### src/rtl/urx_cfg.svh
// register offsets, field positions and reset values of the receive channel
`ifndef URX_CFG_SVH
`define URX_CFG_SVH

// ==========================================================================
// register byte offsets
`define URX_OFS_DATA 8'h00
`define URX_OFS_STATUS 8'h04
`define URX_OFS_FLAG_CLR 8'h08
`define URX_OFS_MODE 8'h0c
`define URX_OFS_EN_STAT 8'h10
`define URX_OFS_START 8'h14
`define URX_OFS_STOP 8'h18
`define URX_OFS_IRQ_STAT 8'h1c
`define URX_OFS_IRQ_MASK 8'h20

// ==========================================================================
// field positions
`define URX_DIV_LSB 9
`define URX_DIV_MSB 15
`define URX_ST_OVF 0
`define URX_ST_PEF 1
`define URX_ST_FEF 2
`define URX_ST_BFF 5
`define URX_MD_DLEN 0
`define URX_MD_PAR_LSB 1
`define URX_MD_PAR_MSB 2
`define URX_MD_STOP2 3
`define URX_MD_PRS_LSB 4
`define URX_MD_PRS_MSB 7
`define URX_CH_RX 1
`define URX_IRQ_DONE 0
`define URX_IRQ_ERR 1

// ==========================================================================
// reset values
`define URX_DIV_RST 7'h67
`define URX_MODE_RST 8'h01
`define URX_EN_RST 2'h0
`define URX_MASK_RST 2'h0

`endif

### src/rtl/urx_pkg.sv
// types shared by the receive channel files
package urx_pkg;
    // receiver sequencer states, gray along idle, start, bits
    typedef enum logic [1:0]
    {
        URX_IDLE = 2'b00,
        URX_START = 2'b01,
        URX_BITS = 2'b11
    } urx_state_t;

    // parity selection field
    typedef enum logic [1:0]
    {
        URX_PAR_NONE = 2'b00,
        URX_PAR_EVEN = 2'b01,
        URX_PAR_ODD = 2'b10,
        URX_PAR_OFF = 2'b11
    } urx_par_t;
endpackage

### src/rtl/urx_bit_timer.sv
// operation clock prescaler and half-bit tick generator
`timescale 1ns/10ps
module urx_bit_timer
    import urx_pkg::*;
(
    // clock and reset
    input wire logic clock,
    input wire logic rst_n,
    // control
    input wire logic [3:0] prs,
    input wire logic [6:0] div,
    input wire logic restart,
    input wire logic run,
    // tick out
    output logic half_tick
);
    logic [14:0] pre_cnt_reg;
    logic [14:0] pre_mask;
    logic mck_tick;
    logic [6:0] half_cnt_reg;

    // ======================================================================
    // prescaler: operation clock is clock over 2 to the power prs
    assign pre_mask = 15'((16'h0001 << prs) - 16'h0001);
    assign mck_tick = ((pre_cnt_reg & pre_mask) == pre_mask);

    // prescaler restarts with the start edge so the half bit is aligned
    always_ff @(posedge clock or negedge rst_n)
    begin
        if (!rst_n)
            pre_cnt_reg <= 15'h0000;
        else if (restart || !run)
            pre_cnt_reg <= 15'h0000;
        else
            pre_cnt_reg <= pre_cnt_reg + 15'h0001;
    end

    // ======================================================================
    // half bit of k clocks
    // k = div + 1 operation clocks per half bit, two halves per bit
    always_ff @(posedge clock or negedge rst_n)
    begin
        if (!rst_n)
        begin
            half_cnt_reg <= 7'h00;
            half_tick <= 1'b0;
        end
        else if (restart || !run)
        begin
            half_cnt_reg <= 7'h00;
            half_tick <= 1'b0;
        end
        else if (mck_tick && half_cnt_reg == div)
        begin
            half_cnt_reg <= 7'h00;
            half_tick <= 1'b1;
        end
        else
        begin
            half_cnt_reg <= mck_tick ? half_cnt_reg + 7'h01 : half_cnt_reg;
            half_tick <= 1'b0;
        end
    end
endmodule

### src/rtl/urx_top.sv
// asynchronous serial receive channel with error flags, behind an ahb-lite slave
`timescale 1ns/10ps
`include "urx_cfg.svh"
module urx_top
    import urx_pkg::*;
(
    // clock and reset
    input wire logic clock,
    input wire logic rst_n,
    // ahb-lite slave
    input wire logic hsel,
    input wire logic [31:0] haddr,
    input wire logic [1:0] htrans,
    input wire logic hwrite,
    input wire logic [2:0] hsize,
    input wire logic [31:0] hwdata,
    input wire logic hready,
    output logic hreadyout,
    output logic hresp,
    output logic [31:0] hrdata,
    // serial line
    input wire logic rxd,
    // interrupt
    output logic irq
);
    // ======================================================================
    // declarations
    logic pend_reg;
    logic pend_write_reg;
    logic pend_hit_reg;
    logic [7:0] pend_addr_reg;
    logic wr;
    logic rd;
    logic [31:0] rdata_next;
    logic [6:0] div_reg;
    logic [7:0] mode_reg;
    logic [1:0] en_reg;
    logic [2:0] err_reg;
    logic [2:0] err_set;
    logic bff_reg;
    logic [7:0] rx_data_reg;
    logic [1:0] irq_st_reg;
    logic [1:0] irq_mask_reg;
    logic [1:0] irq_set;
    urx_state_t state_reg;
    logic [3:0] bit_idx_reg;
    logic phase_reg;
    logic [7:0] shreg;
    logic par_acc_reg;
    logic stop_bad_reg;
    logic rxd_prev_reg;
    logic done_reg;
    logic done_pe_reg;
    logic done_fe_reg;
    logic half_tick;
    logic start_edge;
    logic sample;
    logic rx_run;
    logic [3:0] dlen;
    logic par_on;
    urx_par_t par_mode;
    logic [3:0] frame_bits;
    logic is_data;
    logic is_par;
    logic last_bit;
    logic stop_now_bad;
    logic go_pulse;
    logic halt_pulse;
    logic rd_data;
    logic clr_pulse;

    // ======================================================================
    // ahb-lite slave: one wait state on every transfer
    // taking the access a cycle late lets hrdata come from a flop
    always_ff @(posedge clock or negedge rst_n)
    begin
        if (!rst_n)
        begin
            pend_reg <= 1'b0;
            pend_write_reg <= 1'b0;
            pend_hit_reg <= 1'b0;
            pend_addr_reg <= 8'h00;
            hreadyout <= 1'b1;
        end
        else if (hsel && htrans[1] && hready && !pend_reg)
        begin
            pend_reg <= 1'b1;
            pend_write_reg <= hwrite;
            pend_hit_reg <= (haddr[31:8] == 24'h000000) && (haddr[1:0] == 2'h0)
                && (hsize == 3'h2);
            pend_addr_reg <= haddr[7:0];
            hreadyout <= 1'b0;
        end
        else
        begin
            pend_reg <= 1'b0;
            hreadyout <= 1'b1;
        end
    end

    // response is always okay
    always_ff @(posedge clock or negedge rst_n)
    begin
        if (!rst_n)
            hresp <= 1'b0;
        else
            hresp <= 1'b0;
    end

    // strobes of the wait cycle; unmapped accesses do nothing
    assign wr = pend_reg && pend_write_reg && pend_hit_reg;
    assign rd = pend_reg && !pend_write_reg && pend_hit_reg;
    assign rd_data = rd && (pend_addr_reg == `URX_OFS_DATA);
    assign clr_pulse = wr && (pend_addr_reg == `URX_OFS_FLAG_CLR);
    assign go_pulse = wr && (pend_addr_reg == `URX_OFS_START) && hwdata[`URX_CH_RX];
    assign halt_pulse = wr && (pend_addr_reg == `URX_OFS_STOP) && hwdata[`URX_CH_RX];

    // read mux, reserved bits as zero
    always_comb
    begin
        rdata_next = 32'h00000000;
        if (pend_hit_reg)
        begin
            unique case (pend_addr_reg)
                `URX_OFS_DATA:
                    rdata_next = {16'h0000, div_reg, 1'b0, rx_data_reg};
                `URX_OFS_STATUS:
                    rdata_next = {26'h0000000, bff_reg, 2'b00, err_reg};
                `URX_OFS_MODE:
                    rdata_next = {24'h000000, mode_reg};
                `URX_OFS_EN_STAT:
                    rdata_next = {30'h00000000, en_reg};
                `URX_OFS_IRQ_STAT:
                    rdata_next = {30'h00000000, irq_st_reg};
                `URX_OFS_IRQ_MASK:
                    rdata_next = {30'h00000000, irq_mask_reg};
                default:
                    rdata_next = 32'h00000000;
            endcase
        end
    end

    // read data held until the next read
    always_ff @(posedge clock or negedge rst_n)
    begin
        if (!rst_n)
            hrdata <= 32'h00000000;
        else if (pend_reg && !pend_write_reg)
            hrdata <= rdata_next;
    end

    // ======================================================================
    // configuration registers
    // divisor reset keeps k above two
    always_ff @(posedge clock or negedge rst_n)
    begin
        if (!rst_n)
        begin
            div_reg <= `URX_DIV_RST;
            mode_reg <= `URX_MODE_RST;
            irq_mask_reg <= `URX_MASK_RST;
        end
        else if (wr)
        begin
            if (pend_addr_reg == `URX_OFS_DATA)
                div_reg <= hwdata[`URX_DIV_MSB:`URX_DIV_LSB];
            if (pend_addr_reg == `URX_OFS_MODE)
                mode_reg <= hwdata[7:0];
            if (pend_addr_reg == `URX_OFS_IRQ_MASK)
                irq_mask_reg <= hwdata[1:0];
        end
    end

    // ======================================================================
    // channel enable status, stop wins over start in one write pair
    // stop clears enable
    always_ff @(posedge clock or negedge rst_n)
    begin
        if (!rst_n)
            en_reg <= `URX_EN_RST;
        else if (wr && pend_addr_reg == `URX_OFS_STOP)
            en_reg <= en_reg & ~hwdata[1:0];
        else if (wr && pend_addr_reg == `URX_OFS_START)
            en_reg <= en_reg | hwdata[1:0];
    end

    assign rx_run = en_reg[`URX_CH_RX];

    // ======================================================================
    // frame format decode
    // frame bits from format
    assign dlen = mode_reg[`URX_MD_DLEN] ? 4'h8 : 4'h7;
    assign par_mode = urx_par_t'(mode_reg[`URX_MD_PAR_MSB:`URX_MD_PAR_LSB]);
    assign par_on = (par_mode == URX_PAR_EVEN) || (par_mode == URX_PAR_ODD);
    assign frame_bits = 4'h1 + dlen + {3'h0, par_on} + (mode_reg[`URX_MD_STOP2] ? 4'h2 : 4'h1);

    // ======================================================================
    // half-bit timer
    urx_bit_timer u_timer
    (
        .clock(clock),
        .rst_n(rst_n),
        .prs(mode_reg[`URX_MD_PRS_MSB:`URX_MD_PRS_LSB]),
        .div(div_reg),
        .restart(start_edge),
        .run(state_reg != URX_IDLE),
        .half_tick(half_tick)
    );

    // ======================================================================
    // sampling decode of the current bit
    assign start_edge = (state_reg == URX_IDLE) && rx_run && rxd_prev_reg && !rxd;
    assign sample = (state_reg == URX_BITS) && half_tick && phase_reg;
    assign is_data = (bit_idx_reg <= dlen);
    assign is_par = par_on && (bit_idx_reg == dlen + 4'h1);
    assign last_bit = (bit_idx_reg == frame_bits - 4'h1);
    assign stop_now_bad = stop_bad_reg || (!is_data && !is_par && !rxd);

    // line history for the falling start edge
    always_ff @(posedge clock or negedge rst_n)
    begin
        if (!rst_n)
            rxd_prev_reg <= 1'b1;
        else
            rxd_prev_reg <= rxd;
    end

    // ======================================================================
    // receive sequencer
    // centre sampling bounds fast rate
    always_ff @(posedge clock or negedge rst_n)
    begin
        if (!rst_n)
        begin
            state_reg <= URX_IDLE;
            bit_idx_reg <= 4'h0;
            phase_reg <= 1'b0;
        end
        else if (!rx_run)
            state_reg <= URX_IDLE;
        else
        begin
            unique case (state_reg)
                URX_IDLE:
                    if (start_edge)
                        state_reg <= URX_START;
                URX_START:
                    // mid start bit: a high line was a glitch
                    if (half_tick)
                    begin
                        state_reg <= rxd ? URX_IDLE : URX_BITS;
                        bit_idx_reg <= 4'h1;
                        phase_reg <= 1'b0;
                    end
                URX_BITS:
                    if (half_tick)
                    begin
                        phase_reg <= !phase_reg;
                        if (phase_reg)
                        begin
                            bit_idx_reg <= bit_idx_reg + 4'h1;
                            if (last_bit)
                                state_reg <= URX_IDLE;
                        end
                    end
                default:
                    state_reg <= URX_IDLE;
            endcase
        end
    end

    // data shift, parity accumulate and stop check
    always_ff @(posedge clock or negedge rst_n)
    begin
        if (!rst_n)
        begin
            shreg <= 8'h00;
            par_acc_reg <= 1'b0;
            stop_bad_reg <= 1'b0;
        end
        else if (start_edge)
        begin
            shreg <= 8'h00;
            par_acc_reg <= 1'b0;
            stop_bad_reg <= 1'b0;
        end
        else if (sample)
        begin
            if (is_data)
            begin
                shreg[3'(bit_idx_reg - 4'h1)] <= rxd;
                par_acc_reg <= par_acc_reg ^ rxd;
            end
            else if (is_par)
                par_acc_reg <= par_acc_reg ^ rxd; // received parity joins the sum
            stop_bad_reg <= stop_now_bad;
        end
    end

    // one-cycle completion pulse with its verdicts
    always_ff @(posedge clock or negedge rst_n)
    begin
        if (!rst_n)
        begin
            done_reg <= 1'b0;
            done_pe_reg <= 1'b0;
            done_fe_reg <= 1'b0;
        end
        else
        begin
            done_reg <= sample && last_bit;
            done_pe_reg <= sample && last_bit && par_on
                && (par_acc_reg != (par_mode == URX_PAR_ODD));
            done_fe_reg <= sample && last_bit && stop_now_bad;
        end
    end

    // ======================================================================
    // receive buffer; an overrun still takes the newest character
    always_ff @(posedge clock or negedge rst_n)
    begin
        if (!rst_n)
            rx_data_reg <= 8'h00;
        else if (done_reg)
            rx_data_reg <= shreg;
    end

    // data read clears full
    // a character landing in the same cycle keeps the flag set
    always_ff @(posedge clock or negedge rst_n)
    begin
        if (!rst_n)
            bff_reg <= 1'b0;
        else if (done_reg)
            bff_reg <= 1'b1;
        else if (rd_data)
            bff_reg <= 1'b0;
    end

    // ======================================================================
    // sticky error flags
    assign err_set[`URX_ST_OVF] = done_reg && bff_reg && !rd_data;
    assign err_set[`URX_ST_PEF] = done_pe_reg;
    assign err_set[`URX_ST_FEF] = done_fe_reg;

    generate
        for (genvar i = 0; i < 3; i++)
        begin : g_err
            always_ff @(posedge clock or negedge rst_n)
            begin
                if (!rst_n)
                    err_reg[i] <= 1'b0;
                else if (err_set[i])
                    err_reg[i] <= 1'b1;
                else if (clr_pulse && hwdata[i])
                    err_reg[i] <= 1'b0;
            end
        end
    endgenerate

    // ======================================================================
    // interrupt status, mask and level output
    assign irq_set[`URX_IRQ_DONE] = done_reg;
    assign irq_set[`URX_IRQ_ERR] = |err_set;

    always_ff @(posedge clock or negedge rst_n)
    begin
        if (!rst_n)
            irq_st_reg <= 2'h0;
        else if (wr && pend_addr_reg == `URX_OFS_IRQ_STAT)
            irq_st_reg <= irq_set | (irq_st_reg & ~hwdata[1:0]);
        else
            irq_st_reg <= irq_st_reg | irq_set;
    end

    // output flop adds one cycle behind the status bit
    always_ff @(posedge clock or negedge rst_n)
    begin
        if (!rst_n)
            irq <= 1'b0;
        else
            irq <= |(irq_st_reg & irq_mask_reg);
    end
endmodule

### config.mk
export PLATFORM = sky130hd
export DESIGN_NAME = urx_top
export DESIGN_NICKNAME = d
export VERILOG_FILES = /design/src/rtl/urx_pkg.sv /design/src/rtl/urx_bit_timer.sv /design/src/rtl/urx_top.sv
export VERILOG_INCLUDE_DIRS = /design/src /design/src/rtl
export SDC_FILE = /design/constraint.sdc
export NUM_CORES = 1
export LEC_CHECK = 0
export ABC_AREA = 1
export BUFFER_PORTS_ARGS = -buffer_cell sky130_fd_sc_hd__buf_2
export CAP_MARGIN = 20
export CELL_PAD_IN_SITES_DETAIL_PLACEMENT = 1
export CELL_PAD_IN_SITES_GLOBAL_PLACEMENT = 1
export CORE_MARGIN = 3
export CORE_UTILIZATION = 35
export CTS_CLUSTER_SIZE = 25
export DETAILED_ROUTE_END_ITERATION = 12
export HOLD_SLACK_MARGIN = 0.1
export PLACE_DENSITY = 0.75
export SLEW_MARGIN = 25
export SYNTH_ARGS = -nofsm -noshare
export SYNTH_HDL_FRONTEND = slang
export SYNTH_SLANG_ARGS = --single-unit
### constraint.sdc
create_clock -name clock -period 2.1 [get_ports clock]
set_input_delay 0.105 -clock clock [delete_from_list [all_inputs] [get_ports clock]]
set_output_delay 0.105 -clock clock [all_outputs]
set_load 0.01 [all_outputs]
==> flow_summary.json <==
{
  "wl_per_cell_um": 17.0,
  "core-area_um2": 15500,
  "layout.nets": 946,
  "grt_pass1_wl_um": 29500,
  "grt_antenna_before_repair": 1,
  "finalSetupViolations": 2,
  "drc": 0,
  "antenna_left": 0,
  "rows": 45,
  "peakVddDrop_uv": 415,
  "die_h_um": 133,
  "drt_wl_total_um": 18200,
  "gr-usage-all-layers": 0.205,
  "p_clk_frac": 0.338,
  "placed_area_um2": 6490,
  "synth_edf_count": 0,
  "timing.final.crit_share": 1.04,
  "arrival_ns": 2.46,
  "cp-start-kind": "register",
  "synth_area_per_cell_um2": 8.00,
  "finalMaxSlewViolations": 0,
  "outcome": "finished, violations left",
  "power_frac_seq": 0.464,
  "cts.sinks": 105,
  "fp.dieW_um": 133,
  "cts_tree": "yes",
  "die-area_um2": 17800,
  "cp_cell_sequence": "ha_4 > inv_4 > fa_2 > or2_4 > nand4_1 > nor2_2 > nand2_1 > nand2_2 > nand2_2 > nand2_2 > nand2_1 > o21ai_1",
  "p_sw_frac": 0.321,
  "holdCritPathClass": "input port to register",
  "p_comb_frac": 0.198,
  "ys_warn_count": 0,
  "port_buffers": 73,
  "finalWorstSetupSlack_ns": -0.0758,
  "vias_per_cell": 5.04,
  "max_stage_delay_ns": 0.56,
  "syn_area_um2": 5690,
  "intPower_mw": 3.35,
  "finalClockSkew_ns": 0.00821,
  "overflow": 0,
  "yosysSeqAreaShare": 0.464,
  "drtPass1Iterations": 4,
  "cpMostUsedCell": "nand2_2",
  "cp_top_family": "adder cells",
  "cp_slowest_cell": "fa_2",
  "drive_gt1_frac": 0.240,
  "clk_latency_ns": 0.36,
  "register_area_um2": 2640,
  "cts_buffer_depth": 2,
  "switchingPower_mw": 1.58,
  "dp_slack_ns": -0.234,
  "cts-root-buf": "clkbuf_16",
  "layout_min_cycle_time_ns": 2.18,
  "rsz0062_at_grt": "yes",
  "p_leak_nw": 3.52,
  "pwr_density_cell_nw_per_um2": 675,
  "drv_cap": 0,
  "synthArstFlopShare": 1.00,
  "n_fill_cell": 1915,
  "htree_num_levels": 3,
  "clk_pin_slew_ns": 0.07,
  "cp_num_buf_inv": 1,
  "violations": "setup timing",
  "cts-buffers-inserted": 9,
  "wl_met3_um": 390,
  "postLayoutCellArea_um2": 7310,
  "worstMarginPinSlew_ns": 0.601,
  "crit_type": "register to register",
  "netlist-cell-type-count": 41,
  "drt_iter0_markers": 135,
  "grt_max_degree": 53,
  "crit_path_max_fanout": 3,
  "vias": 5404,
  "maxSlewHeadroom": 0.598,
  "wl_met2_um": 9840,
  "ys_dominant_reg_cell": "dfrtp_1",
  "critPathCaptureType": "register",
  "place_congestion": 0.821,
  "wirelength_met1_um": 7510,
  "syn_inst": 711,
  "ys_ff_latch": 105,
  "cp.required_ns": 2.38,
  "maxUsedRoutingLayer": "met4",
  "area_delta_synth_final_pct": 28.6,
  "hold_viol": 0,
  "tns_ns": -0.147,
  "fmax_mhz": 460,
  "power_mw": 4.94,
  "io_pins": 110,
  "grt_pass1_vias": 5915,
  "start_util": 0.366,
  "post-dp-hpwl_um": 13100,
  "multi_input_area_um2": 2800
}
[cells by family (layout without fill, tap and decap cells)]
kind of cell,Yosys count,count (layout),share of synthesized area
AND/OR/NAND/NOR,359,359,0.277
multiplexers,6,6,0.0119
other,1,19,0.000659
XOR/XNOR,14,14,0.0216
AO/OA/AOI/OAI,102,102,0.106
flip-flops,105,105,0.464
buffers and inverters,109,242,0.0845
adder cells (fa/ha/maj),15,15,0.0343
[tightest hold or removal path: stages]
cell and delay, ns:
buf_2 0.10, nand4_1 0.19, buf_4 0.15
[placed cells by master (no fill, tap or decap), drive strengths merged, types with 2 or more instances in the layout]
cell type and instances:
o21a 2, o211ai 2, xor2 5, dfstp 8
o22ai 7, o31ai 4, nand3 54, a31oi 2
nor3 11, a22oi 3, a22o 7, clkinv 5
a21oi 25, dfrtp 97, clkbuf 9, o21ai 46
nand4 19, mux2 6, inv 84, nor4 8
nand2 187, or2 7, dlygate4sd3 27, ha 14
nor2 73, conb 18, xnor2 9, buf 117
[cell type report]
| type | instances | share of cell area |
|---|---|---|
| Multi-Input combinational cell | 514 | 0.383 |
| Clock buffer | 9 | 0.0308 |
| Sequential cell | 105 | 0.361 |
| Timing Repair Buffer | 144 | 0.138 |
| Inverter | 82 | 0.0424 |
| Clock inverter | 7 | 0.00821 |
| Antenna cell | 1 | 0.000342 |
| Tap cell | 211 | 0.0361 |
[Yosys cell counts, types with 2 or more instances]
cell | number | share of area
a21oi_1 | 25 | 0.022
a22o_1 | 7 | 0.011
a22oi_1 | 3 | 0.0040
buf_2 | 3 | 0.0026
buf_4 | 18 | 0.024
clkbuf_1 | 6 | 0.0040
clkinv_1 | 2 | 0.0013
dfrtp_1 | 97 | 0.43
dfstp_2 | 8 | 0.037
ha_1 | 14 | 0.031
inv_1 | 76 | 0.050
inv_2 | 4 | 0.0026
mux2_2 | 6 | 0.012
nand2_1 | 185 | 0.12
nand2_2 | 2 | 0.0022
nand3_1 | 52 | 0.046
nand4_1 | 19 | 0.021
nor2_1 | 65 | 0.043
nor2_2 | 4 | 0.0044
nor2_4 | 4 | 0.0079
nor3_1 | 11 | 0.0097
nor4_1 | 8 | 0.0088
o211ai_1 | 2 | 0.0026
o21a_1 | 2 | 0.0026
o21ai_0 | 45 | 0.040
o22ai_1 | 7 | 0.0077
o31ai_1 | 4 | 0.0053
or2_2 | 7 | 0.0077
xnor2_1 | 9 | 0.014
xor2_1 | 5 | 0.0077
[power groups by stage]
stage          Clock (mW)  Sequential (mW)  Combinational, mW
6_report             1.67             2.29              0.977
5_1_grt              1.78             2.31               1.10
4_1_cts              1.71             2.28              0.908
3_5_place_dp            0             2.32              0.847
3_3_place_gp            0             2.31              0.809
2_1_floorplan           0             2.29              0.544
[worst paths after layout]
check                             from            to  slack (ns)  cells after the start
max                        mode_reg[2]  state_reg[1]       -0.08                     12
min                          htrans[1]     hreadyout        0.21                      3
max reg2reg                mode_reg[2]  state_reg[1]       -0.08                     12
min reg2reg                done_fe_reg    err_reg[2]        0.47                      2
max in group asynchronous        rst_n  rxd_prev_reg        1.10                      3
min in group asynchronous        rst_n   mode_reg[5]        0.23                      2
[metal layers]
layer	vias to the layer above	GRT usage
met5	-	0
met4	0	0.0743
met3	42	0.0347
met2	87	0.383
met1	2691	0.235
li1	2584	-
[stage by stage]
stage	hold slack, ns	utilization	std cells
floorplan	-0.191	-	728
global placement	0.0610	0.418	1015
detailed placement	0.0662	0.418	1015
CTS	0.138	0.457	1059
global route	0.228	0.470	1073
finish	0.214	0.470	1073
[repair_timing]
action                                  CTS  global route
gates resized for setup                  15            29
setup buffers                             1            13
endpoints found under the setup margin   13            22
hold endpoints to repair                101             0
pin swaps                                 8            10
hold buffers                             27             0
Note: power is estimated with default switching activity, not from simulation.
